==> src/inc/lfd_pkg.sv <==
// constants shared by the fault, dimming and headroom register bank
// assumes a 100 MHz clock, an AXI4-Lite master and OTP values held static
// Summary of operation
// - sixteen channel short flags, bit 15 is channel 16; one read clears them.
// - latch-off clears flag and failsafe on read; hiccup holds both while fault.
// - protection flags set on their trigger and clear after one read.
// - warning at bit 14, clears on read, failsafe recovers with temperature.
// - current-set short at bit 13, failsafe released only by reset or enable.
// - current-set open at bit 12, failsafe held until reset or enable low.
// - thermal shutdown at bit 10, clears on read, failsafe recovers with it.
// - sixteen read/write 12-bit duty registers, 0x07 to 0x16, default 0xFFF.
// - sixteen read/write 6-bit level registers, 0x17 to 0x26, default 0x20.
// - setpoint upper byte read-only OTP code, 14 to 244, default 0x54.
// - setpoint lower byte returns the live feedback counter value.
// - feedback counter steps up or down following channel headroom.
// - band bits 7 to 5 read-only low band, default code 0b101.
// - band bits 4 to 2 read-only high band, default code 0b110.
// - suffix register returns the read-only OTP suffix code in bits 7 to 0.
// - address page bit at bit 6, read-only, loaded from OTP.
// - mode bit 14 selects hiccup when 0, latch-off when 1; defaults latch-off.
// - channel mask bit set keeps channel faults off the failsafe output.
// - warning mask bit set keeps warnings off the failsafe output.
package lfd_pkg;
   // -----------------------------------------------------------------
   // bus and register indices (byte address is four times the index)
   // -----------------------------------------------------------------
   localparam int ADDR_W = 8;
   localparam int NCH    = 16;
   localparam logic [5:0] IDX_CTRL     = 6'h02;
   localparam logic [5:0] IDX_SHORT    = 6'h05;
   localparam logic [5:0] IDX_PROT     = 6'h06;
   localparam logic [5:0] IDX_DUTY0    = 6'h07;
   localparam logic [5:0] IDX_DUTY15   = 6'h16;
   localparam logic [5:0] IDX_LEVEL0   = 6'h17;
   localparam logic [5:0] IDX_LEVEL15  = 6'h26;
   localparam logic [5:0] IDX_SETPOINT = 6'h27;
   localparam logic [5:0] IDX_BAND     = 6'h28;
   localparam logic [5:0] IDX_SUFFIX   = 6'h32;
   localparam logic [5:0] IDX_PAGE     = 6'h33;
   localparam logic [1:0] RESP_OKAY    = 2'h0;
   localparam logic [1:0] RESP_SLVERR  = 2'h2;
   // -----------------------------------------------------------------
   // field positions and reset values
   // -----------------------------------------------------------------
   localparam int PROT_OTW_BIT   = 14;
   localparam int PROT_ISS_BIT   = 13;
   localparam int PROT_ISO_BIT   = 12;
   localparam int PROT_TSD_BIT   = 10;
   localparam int CTRL_MASK_BIT  = 15;
   localparam int CTRL_LATCH_BIT = 14;
   localparam int CTRL_OTWM_BIT  = 7;
   localparam int CTRL_LOOP_BIT  = 1;
   localparam logic [15:0] CTRL_RESET = 16'h4002;
   localparam logic [15:0] CTRL_WMASK = 16'hC082;
   localparam int DUTY_W  = 12;
   localparam int LEVEL_W = 6;
   localparam logic [11:0] DUTY_RESET  = 12'hFFF;
   localparam logic [5:0]  LEVEL_RESET = 6'h20;
   localparam logic [7:0]  SETPOINT_RESET = 8'h54;
   localparam logic [7:0]  CODE_MIN = 8'h0E;
   localparam logic [7:0]  CODE_MAX = 8'hF4;
   localparam logic [7:0]  BAND_UPPER = 8'h25;
   localparam logic [2:0]  LOW_BAND_RESET  = 3'h5;
   localparam logic [2:0]  HIGH_BAND_RESET = 3'h6;
   localparam logic [1:0]  BAND_FILL = 2'h1;
   localparam int PAGE_BIT = 6;
   // -----------------------------------------------------------------
   // synchroniser vector layout
   // -----------------------------------------------------------------
   localparam int S_OTW  = 16;
   localparam int S_TSD  = 17;
   localparam int S_ISS  = 18;
   localparam int S_ISO  = 19;
   localparam int S_EN   = 20;
   localparam int S_HRLO = 21;
   localparam int S_HRHI = 22;
   localparam int SYNC_W = 23;
   // -----------------------------------------------------------------
   // timing
   // -----------------------------------------------------------------
   localparam int CLK_NS       = 10;
   localparam int LOOP_STEP_NS = 10000;
   localparam logic [9:0] LOOP_STEP_CYC = 10'(LOOP_STEP_NS / CLK_NS);
endpackage : lfd_pkg

==> src/inc/lfd_loop_if.sv <==
// carrier between the register bank and the headroom counter
// assumes both ends run on the same clock
interface lfd_loop_if;
   logic       load;
   logic [7:0] load_code;
   logic       enable;
   logic       raise;
   logic       lower;
   logic [7:0] count;
   modport ctrl (output load, load_code, enable, raise, lower,
                 input count);
   modport loop (input load, load_code, enable, raise, lower,
                 output count);
endinterface : lfd_loop_if

==> src/rtl/lfd_regs.sv <==
// fault flags, failsafe output, dimming and OTP registers over AXI4-Lite
// assumes fault and headroom inputs come asynchronously from analog pins,
// and the otp_* inputs hold still from reset release onward
module lfd_regs (
   input  wire logic                      clock,
   input  wire logic                      reset,
   // AXI4-Lite slave
   input  wire logic [lfd_pkg::ADDR_W-1:0] s_axi_awaddr,
   input  wire logic                      s_axi_awvalid,
   output logic                           s_axi_awready,
   input  wire logic [31:0]               s_axi_wdata,
   input  wire logic [3:0]                s_axi_wstrb,
   input  wire logic                      s_axi_wvalid,
   output logic                           s_axi_wready,
   output logic [1:0]                     s_axi_bresp,
   output logic                           s_axi_bvalid,
   input  wire logic                      s_axi_bready,
   input  wire logic [lfd_pkg::ADDR_W-1:0] s_axi_araddr,
   input  wire logic                      s_axi_arvalid,
   output logic                           s_axi_arready,
   output logic [31:0]                    s_axi_rdata,
   output logic [1:0]                     s_axi_rresp,
   output logic                           s_axi_rvalid,
   input  wire logic                      s_axi_rready,
   // fault conditions from the analog side
   input  wire logic [15:0]               channel_short_cond,
   input  wire logic                      overtemp_warning_cond,
   input  wire logic                      thermal_shutdown_cond,
   input  wire logic                      current_set_short_cond,
   input  wire logic                      current_set_open_cond,
   input  wire logic                      enable_pin,
   input  wire logic                      headroom_low,
   input  wire logic                      headroom_high,
   // OTP contents
   input  wire logic [7:0]                otp_setpoint_code,
   input  wire logic [2:0]                otp_low_band,
   input  wire logic [2:0]                otp_high_band,
   input  wire logic [7:0]                otp_suffix,
   input  wire logic                      otp_address_page_bit,
   // outputs to the channels and the pin
   output logic [lfd_pkg::NCH*lfd_pkg::DUTY_W-1:0]  duty_value,
   output logic [lfd_pkg::NCH*lfd_pkg::LEVEL_W-1:0] current_level_value,
   output logic                           failsafe_out_n
);
   typedef struct packed {
      logic [lfd_pkg::SYNC_W-1:0] sync1;
      logic [lfd_pkg::SYNC_W-1:0] sync2;
      logic        otp_loaded;
      logic [7:0]  setpoint_code;
      logic [2:0]  low_band;
      logic [2:0]  high_band;
      logic [7:0]  suffix;
      logic        page;
      logic [15:0] ctrl;
      logic [15:0] short_flags;
      logic [15:0] prot_flags;
      logic        current_set_pin_latched;
      logic [lfd_pkg::NCH-1:0][lfd_pkg::DUTY_W-1:0]  duty;
      logic [lfd_pkg::NCH-1:0][lfd_pkg::LEVEL_W-1:0] level;
      logic        aw_held;
      logic        w_held;
      logic [5:0]  aw_idx;
      logic [31:0] wdata;
      logic [3:0]  wstrb;
      logic        bvalid;
      logic [1:0]  bresp;
      logic        rvalid;
      logic [1:0]  rresp;
      logic [31:0] rdata;
      logic        failsafe_n;
   } lfd_state_t;

   lfd_state_t st;
   lfd_state_t next_st;
   lfd_loop_if loop_bus ();

   // -----------------------------------------------------------------
   // helpers
   // -----------------------------------------------------------------
   // byte-lane merge of a 16-bit register; upper lanes carry nothing
   function automatic logic [15:0] merge16(input logic [15:0] old,
                                           input logic [31:0] data,
                                           input logic [3:0]  strb);
      logic [15:0] r;
      r = old;
      if (strb[0]) begin
         r[7:0] = data[7:0];
      end
      if (strb[1]) begin
         r[15:8] = data[15:8];
      end
      return r;
   endfunction : merge16

   // read mux: bit 32 flags a mapped index, bits 31:0 the word
   function automatic logic [32:0] read_word(input lfd_state_t s,
                                             input logic [5:0] idx,
                                             input logic [7:0] live);
      logic [5:0]  off;
      logic [32:0] r;
      off = 6'h00;
      r   = {1'b1, 32'h0000_0000};
      if (idx >= lfd_pkg::IDX_DUTY0 && idx <= lfd_pkg::IDX_DUTY15) begin
         off = idx - lfd_pkg::IDX_DUTY0;
         r[11:0] = s.duty[off[3:0]];
      end else if (idx >= lfd_pkg::IDX_LEVEL0 &&
                   idx <= lfd_pkg::IDX_LEVEL15) begin
         off = idx - lfd_pkg::IDX_LEVEL0;
         r[5:0] = s.level[off[3:0]];
      end else begin
         unique case (idx)
            lfd_pkg::IDX_CTRL:     r[15:0] = s.ctrl;
            lfd_pkg::IDX_SHORT:    r[15:0] = s.short_flags;
            lfd_pkg::IDX_PROT:     r[15:0] = s.prot_flags;
            lfd_pkg::IDX_SETPOINT: r[15:0] = {s.setpoint_code, live};
            lfd_pkg::IDX_BAND:     r[15:0] = {lfd_pkg::BAND_UPPER,
                                              s.low_band, s.high_band,
                                              lfd_pkg::BAND_FILL};
            lfd_pkg::IDX_SUFFIX:   r[7:0] = s.suffix;
            lfd_pkg::IDX_PAGE:     r[lfd_pkg::PAGE_BIT] = s.page;
            default:               r = {1'b0, 32'h0000_0000};
         endcase
      end
      return r;
   endfunction : read_word

   // -----------------------------------------------------------------
   // next-state logic
   // -----------------------------------------------------------------
   logic        aw_take;
   logic        w_take;
   logic        ar_take;
   logic        do_write;
   logic [32:0] rd;
   logic [5:0]  woff;
   logic [15:0] clr_short;
   logic [15:0] clr_prot;
   logic [15:0] set_prot;
   logic [15:0] cond_short;
   logic        ch_pending;
   logic        fault_any;

   assign s_axi_awready = !st.aw_held && !st.bvalid;
   assign s_axi_wready  = !st.w_held && !st.bvalid;
   assign s_axi_arready = !st.rvalid;
   assign aw_take  = s_axi_awvalid && s_axi_awready;
   assign w_take   = s_axi_wvalid && s_axi_wready;
   assign ar_take  = s_axi_arvalid && s_axi_arready;
   assign do_write = st.aw_held && st.w_held && !st.bvalid;
   assign cond_short = st.sync2[15:0];

   always_comb begin
      next_st   = st;
      rd        = read_word(st, s_axi_araddr[7:2], loop_bus.count);
      woff      = 6'h00;
      clr_short = 16'h0000;
      clr_prot  = 16'h0000;
      // two flops on every asynchronous pin; only sync2 is read below
      next_st.sync1 = {headroom_high, headroom_low, enable_pin,
                       current_set_open_cond, current_set_short_cond,
                       thermal_shutdown_cond, overtemp_warning_cond,
                       channel_short_cond};
      next_st.sync2 = st.sync1;

      // OTP image is caught once, on the first cycle after reset
      if (!st.otp_loaded) begin
         next_st.otp_loaded    = 1'b1;
         next_st.setpoint_code = otp_setpoint_code;
         next_st.low_band      = otp_low_band;
         next_st.high_band     = otp_high_band;
         next_st.suffix        = otp_suffix;
         next_st.page          = otp_address_page_bit;
      end

      // write channel: address and data taken in either order
      if (aw_take) begin
         next_st.aw_held = 1'b1;
         next_st.aw_idx  = s_axi_awaddr[7:2];
      end
      if (w_take) begin
         next_st.w_held = 1'b1;
         next_st.wdata  = s_axi_wdata;
         next_st.wstrb  = s_axi_wstrb;
      end
      if (do_write) begin
         next_st.aw_held = 1'b0;
         next_st.w_held  = 1'b0;
         next_st.bvalid  = 1'b1;
         next_st.bresp   = lfd_pkg::RESP_OKAY;
         if (st.aw_idx >= lfd_pkg::IDX_DUTY0 &&
             st.aw_idx <= lfd_pkg::IDX_DUTY15) begin
            woff = st.aw_idx - lfd_pkg::IDX_DUTY0;
            next_st.duty[woff[3:0]] = 12'(merge16({4'h0, st.duty[woff[3:0]]},
                                      st.wdata, st.wstrb));
         end else if (st.aw_idx >= lfd_pkg::IDX_LEVEL0 &&
                      st.aw_idx <= lfd_pkg::IDX_LEVEL15) begin
            woff = st.aw_idx - lfd_pkg::IDX_LEVEL0;
            next_st.level[woff[3:0]] = 6'(merge16({10'h000,
                                       st.level[woff[3:0]]},
                                       st.wdata, st.wstrb));
         end else if (st.aw_idx == lfd_pkg::IDX_CTRL) begin
            // only mode, masks and loop enable are writable
            next_st.ctrl = merge16(st.ctrl, st.wdata, st.wstrb)
                           & lfd_pkg::CTRL_WMASK;
         end else if (!1'(read_word(st, st.aw_idx, 8'h00) >> 32)) begin
            next_st.bresp = lfd_pkg::RESP_SLVERR;
         end
         // writes to flag and OTP registers are ignored with OKAY
      end
      if (st.bvalid && s_axi_bready) begin
         next_st.bvalid = 1'b0;
      end

      // read channel; a read of a flag register clears what it returned
      if (ar_take) begin
         next_st.rvalid = 1'b1;
         next_st.rdata  = rd[31:0];
         next_st.rresp  = rd[32] ? lfd_pkg::RESP_OKAY : lfd_pkg::RESP_SLVERR;
         if (s_axi_araddr[7:2] == lfd_pkg::IDX_SHORT) begin
            clr_short = st.short_flags;
         end
         if (s_axi_araddr[7:2] == lfd_pkg::IDX_PROT) begin
            clr_prot = st.prot_flags;
         end
      end else if (st.rvalid && s_axi_rready) begin
         next_st.rvalid = 1'b0;
      end

      // a fault still present sets its flag again, so set beats clear;
      // in hiccup mode this keeps the flag until the fault is removed
      next_st.short_flags = cond_short
                            | (st.short_flags & ~clr_short);
      set_prot = 16'h0000;
      set_prot[lfd_pkg::PROT_OTW_BIT] = st.sync2[lfd_pkg::S_OTW];
      set_prot[lfd_pkg::PROT_ISS_BIT] = st.sync2[lfd_pkg::S_ISS];
      set_prot[lfd_pkg::PROT_ISO_BIT] = st.sync2[lfd_pkg::S_ISO];
      set_prot[lfd_pkg::PROT_TSD_BIT] = st.sync2[lfd_pkg::S_TSD];
      next_st.prot_flags = set_prot | (st.prot_flags & ~clr_prot);

      // current-set faults hold the failsafe until enable drops low
      next_st.current_set_pin_latched = st.sync2[lfd_pkg::S_ISS]
                             | st.sync2[lfd_pkg::S_ISO]
                             | (st.current_set_pin_latched
                                & st.sync2[lfd_pkg::S_EN]);

      // latch-off releases on the read, hiccup only when the fault goes
      ch_pending = st.ctrl[lfd_pkg::CTRL_LATCH_BIT] ? (|st.short_flags)
                                                     : (|cond_short);
      fault_any = (ch_pending && !st.ctrl[lfd_pkg::CTRL_MASK_BIT])
                  || (st.sync2[lfd_pkg::S_OTW]
                      && !st.ctrl[lfd_pkg::CTRL_OTWM_BIT])
                  || st.sync2[lfd_pkg::S_TSD]
                  || st.current_set_pin_latched;
      next_st.failsafe_n = !fault_any;

      // synchronous reset stands for loss of the supply rail
      if (reset) begin
         next_st = '0;
         next_st.ctrl          = lfd_pkg::CTRL_RESET;
         next_st.setpoint_code = lfd_pkg::SETPOINT_RESET;
         next_st.low_band      = lfd_pkg::LOW_BAND_RESET;
         next_st.high_band     = lfd_pkg::HIGH_BAND_RESET;
         next_st.duty          = {lfd_pkg::NCH{lfd_pkg::DUTY_RESET}};
         next_st.level         = {lfd_pkg::NCH{lfd_pkg::LEVEL_RESET}};
         next_st.failsafe_n    = 1'b1;
      end
   end

   // -----------------------------------------------------------------
   // state register
   // -----------------------------------------------------------------
   always_ff @(posedge clock) begin
      st <= next_st;
   end

   // -----------------------------------------------------------------
   // feedback counter
   // -----------------------------------------------------------------
   // counter restarts from the OTP code when the image is loaded
   assign loop_bus.load      = !st.otp_loaded;
   assign loop_bus.load_code = otp_setpoint_code;
   assign loop_bus.enable    = st.ctrl[lfd_pkg::CTRL_LOOP_BIT];
   assign loop_bus.raise     = st.sync2[lfd_pkg::S_HRLO];
   assign loop_bus.lower     = st.sync2[lfd_pkg::S_HRHI];

   lfd_headroom_loop u_loop (
      .clock (clock),
      .reset (reset),
      .lp    (loop_bus.loop)
   );

   // -----------------------------------------------------------------
   // outputs
   // -----------------------------------------------------------------
   assign s_axi_bvalid        = st.bvalid;
   assign s_axi_bresp         = st.bresp;
   assign s_axi_rvalid        = st.rvalid;
   assign s_axi_rresp         = st.rresp;
   assign s_axi_rdata         = st.rdata;
   assign duty_value          = st.duty;
   assign current_level_value = st.level;
   assign failsafe_out_n      = st.failsafe_n;
endmodule : lfd_regs

==> src/rtl/lfd_headroom_loop.sv <==
// up-down feedback counter that tracks the supply headroom
// assumes raise and lower are already synchronised to clock
module lfd_headroom_loop (
   input wire logic   clock,
   input wire logic   reset,
   lfd_loop_if.loop   lp
);
   typedef struct packed {
      logic [9:0] div;
      logic [7:0] count;
   } lfd_loop_state_t;

   lfd_loop_state_t st;
   lfd_loop_state_t next_st;
   logic            tick;

   // -----------------------------------------------------------------
   // step divider and counter
   // -----------------------------------------------------------------
   // one step per divider period keeps the external regulator stable
   always_comb begin
      next_st = st;
      tick    = (st.div == lfd_pkg::LOOP_STEP_CYC - 10'h001);
      next_st.div = tick ? 10'h000 : st.div + 10'h001;
      if (lp.load) begin
         next_st.count = lp.load_code;
      end else if (tick && lp.enable) begin
         if (lp.raise && st.count < lfd_pkg::CODE_MAX) begin
            next_st.count = st.count + 8'h01;
         end else if (lp.lower && !lp.raise &&
                      st.count > lfd_pkg::CODE_MIN) begin
            next_st.count = st.count - 8'h01;
         end
      end
      if (reset) begin
         next_st.div   = 10'h000;
         next_st.count = lfd_pkg::SETPOINT_RESET;
      end
   end

   always_ff @(posedge clock) begin
      st <= next_st;
   end

   assign lp.count = st.count;
endmodule : lfd_headroom_loop

==> config.mk <==
export PLATFORM = sky130hd
export DESIGN_NAME = lfd_regs
export DESIGN_NICKNAME = d
export VERILOG_FILES = /design/src/inc/lfd_pkg.sv /design/src/inc/lfd_loop_if.sv /design/src/rtl/lfd_regs.sv /design/src/rtl/lfd_headroom_loop.sv
export SDC_FILE = /design/constraint.sdc
export NUM_CORES = 1
export LEC_CHECK = 0
export ABC_CLOCK_PERIOD_IN_PS = 11500
export BUFFER_PORTS_ARGS = -buffer_cell sky130_fd_sc_hd__buf_2
export CORE_ASPECT_RATIO = 1.2
export CORE_MARGIN = 1.5
export CORE_UTILIZATION = 59
export CTS_CLUSTER_DIAMETER = 200
export DETAILED_ROUTE_END_ITERATION = 10
export PLACE_DENSITY = 0.84
export SYNTH_ARGS = -nofsm -noshare
export SYNTH_HDL_FRONTEND = slang
export SYNTH_SLANG_ARGS = --single-unit
export TNS_END_PERCENT = 20
==> constraint.sdc <==
create_clock -name clock -period 11.5 [get_ports clock]
set_clock_uncertainty 0.1 [all_clocks]
set_input_delay 2.3 -clock clock [delete_from_list [all_inputs] [get_ports clock]]
set_output_delay 2.3 -clock clock [all_outputs]
set_load 0.01 [all_outputs]
==> flow_metrics.py <==
metrics = {
    "status": {
        "status": "complete, no violations",
    },
    "cells_and_area": {
        "fillCellCount": 3204,
        "layout-drive-gt1-share_pct": 28.66,
        "stdcell_count": 2990,
        "area_growth_pct": 5.000,
        "final_nets": 2545,
    },
    "sta": {
        "finalHoldViolations": 0,
        "finalSetupTns_ps": 0,
        "fmax_mhz": 179.4,
        "tightest_slew_ps": 1204,
        "maxSlewHeadroom_pct": 19.33,
        "holdWs_ps": 340.3,
        "rsz0062_at_grt": "false",
        "period_share_pct": 48.48,
        "period_minus_slack_ps": 5575,
        "setup-violations-final": 0,
        "finalMaxSlewViolations": 0,
    },
    "job": {
        "drv_cap": 0,
    },
    "floorplanning": {
        "die_area_um2": 41430,
        "std_cell_rows": 80,
        "start_util_pct": 59.70,
        "dieHeight_um": 222.7,
        "die_w_um": 186.1,
        "pin_count": 435,
        "core_um2": 39740,
    },
    "logic_synthesis": {
        "yosysMostFrequentCell": "dfxtp_1",
        "synthFlopType": "dfxtp_1",
        "ys_seq_elements": 458,
        "syn_inst": 2450,
        "netlist.area_leader.share_pct": 38.65,
        "synth_common_cells": "dfxtp_1 (458), buf_4 (339), a21oi_1 (279)",
        "syn_area_per_cell_um2": 9.683,
        "ys_seq_area_share_pct": 38.65,
        "ys_top_cells_by_area": "dfxtp_1 (39%), mux4_2 (14%), buf_4 (11%)",
        "synth_warnings": 0,
        "yosysUniqueCellTypes": 74,
        "syn_area_um2": 23720,
        "synth_edf_count": 0,
        "async_reset_ff_share_pct": 0,
        "synth_top_area_cell": "dfxtp_1",
    },
    "hold_path": {
        "hold_end": "cond_short[15]$_SDFF_PP0_",
        "min_path_type": "reg2reg",
        "hold_path_depth": 1,
        "worstHoldStart": "st[482]$_SDFF_PP0_",
    },
    "cts": {
        "cts_buffers": 46,
        "path_clk_slew_ps": 60,
        "hold_buffers": 0,
        "cts_setup_buffers": 0,
        "cts_sinks": 458,
        "insertion_delay_ps": 570,
        "cts-resized-gates": 0,
        "tritoncts": "done",
        "h-tree-depth": 2,
        "cts_root_buffer": "clkbuf_16",
        "ctsLongestPathBuffers": 3,
    },
    "global_routing": {
        "track_usage_pct": 34.36,
        "antenna_found_initial": 4,
        "grt_pass1_wl_mm": 107.7,
        "grt_max_degree": 155,
        "overflow": 0,
        "grt_pass1_vias": 17890,
    },
    "setup_path": {
        "crit_path_end_kind": "flop",
        "r2r_end": "duty_value[116]$_SDFFE_PP1P_",
        "r2r_start": "st[75]$_SDFFE_PP0P_",
        "r2r_slack_ps": 6640,
        "cpPeakStageDelay_ps": 670,
        "critPathKind": "in2reg",
        "critPathTopFamily": "buffers and inverters",
        "slowest_stage": "ha_4",
        "reg2reg_depth": 8,
        "critPathBufInv": 3,
        "arrival_ps": 5920,
        "worst_setup_path_start_kind": "input port",
        "critPathRequiredTime_ps": 11850,
        "crit_fanout": 39,
        "path_cells": "buf_4, inv_1, ha_4, buf_4, mux4_2, nor2b_1, a211oi_1, a21oi_1, a22oi_1, a21oi_1",
    },
    "pwr": {
        "total_power_mw": 3.490,
        "powerDensity_nw_per_um2": 140.1,
        "vdd.ir_drop.worst_mv": 0.1255,
        "p_leak_nw": 8.893,
    },
    "place": {
        "port_buffers": 392,
        "dp_cells": 2907,
        "hpwl_mm": 51.11,
        "gp_congestion": 0.9337,
    },
    "detailed_routing": {
        "drc_errors": 0,
        "ant_nets": 0,
        "via_per_inst": 6.373,
        "routed_wirelength_mm": 72.64,
        "wire_per_inst_um": 24.30,
        "drt_iter0_drc": 2219,
        "num_vias": 19050,
        "first_pass_iters": 8,
    },
}
cell usage in the layout (no fill, tap or decap), types with 15 or more instances in the layout:
master,n
dfxtp_1,457
conb_1,18
buf_2,390
nor3_1,211
a211oi_1,92
nor2_1,168
nand2_1,140
mux2i_1,58
and3_1,37
mux4_2,151
buf_4,37
clkbuf_16,47
a21oi_1,279
o21ai_0,15
ha_1,15
and2_1,18
nor2b_1,70
worst reg2reg max path: stages, from the launching register on:
cell and delay [ps]:
dfxtp_4 850, inv_1 250, ha_4 680, buf_4 650, mux4_2 510, mux4_2 480, nor2b_1 170, a211oi_4 770
a21oi_1 220
layer usage:
metal	share of wire, %	wire length, µm	track usage (%)	up-vias
met5	0	0	0	-
met4	6.4	4647	19.28	0
met3	11	7805	8.097	259
met2	47	33980	54.81	1236
met1	36	26210	42.61	9095
li1	-	-	-	8464
flip-flops by register name (all words and copies together) (netlist names):
name                 flops
u_loop.lp.count          8
s_axi_bvalid             1
loop_bus.lower           1
s_axi_rresp              1
loop_bus.raise           1
cond_short              16
st                     108
duty_value             192
s_axi_rvalid             1
failsafe_out_n           1
s_axi_bresp              1
s_axi_rdata             16
u_loop.st               10
current_level_value     96
loop_bus.enable          1
set_prot                 4
layout make-up:
class,instances,area [µm²],share of cell area (%)
clock buffer,64,1360,5.460
sequential,458,9173,36.82
inverter,13,48.80,0.1959
clock inverter,15,152.6,0.6128
timing repair buffer,428,2245,9.011
tap,533,666.9,2.677
antenna,4,10.01,0.04018
multi-input combinational,1475,11250,45.18
logic make-up after synthesis:
kind of cell | count (synthesis) | synth area share [%]
adder cells (fa/ha/maj) | 18 | 0.9810
multiplexers | 220 | 17.30
flip-flops | 458 | 38.65
AO/OA/AOI/OAI | 491 | 13.25
buffers and inverters | 534 | 14.45
XOR/XNOR | 18 | 0.7595
AND/OR/NAND/NOR | 710 | 14.59
other | 1 | 0.01581
power by group:
| part | internal, mW | switching, mW |
|---|---|---|
| registers | 1.62 | 0.0335 |
| clock network | 0.870 | 0.640 |
| logic | 0.114 | 0.217 |
| total | 2.60 | 0.890 |
how the worst max path moves through the flow:
| stage | cells past startpoint | endpoint | from | slack, ps |
|---|---|---|---|---|
| global route | 10 | s_axi_rdata[10]$_SDFFE_PP0P_ | s_axi_araddr[2] | 5800 |
| CTS | 10 | s_axi_rdata[10]$_SDFFE_PP0P_ | s_axi_araddr[2] | 5950 |
| finish | 10 | s_axi_rdata[10]$_SDFFE_PP0P_ | s_axi_araddr[2] | 5920 |
| floorplan | 12 | s_axi_rdata[2]$_SDFFE_PP0P_ | s_axi_araddr[2] | 6090 |
| global placement | 10 | s_axi_rdata[10]$_SDFFE_PP0P_ | s_axi_araddr[2] | 5360 |
| detailed placement | 10 | s_axi_rdata[10]$_SDFFE_PP0P_ | s_axi_araddr[2] | 5340 |
through the flow:
step | instance area, µm² | utilization (%) | setup slack, ps
6_report | 24910 | 62.68 | 5925
5_1_grt | 24900 | 62.67 | 5795
2_1_floorplan | 23790 | - | 6086
3_5_place_dp | 23390 | 58.85 | 5338
3_3_place_gp | 23390 | 58.85 | 5358
4_1_cts | 24900 | 62.66 | 5949
(Power assumes the default switching activity.)
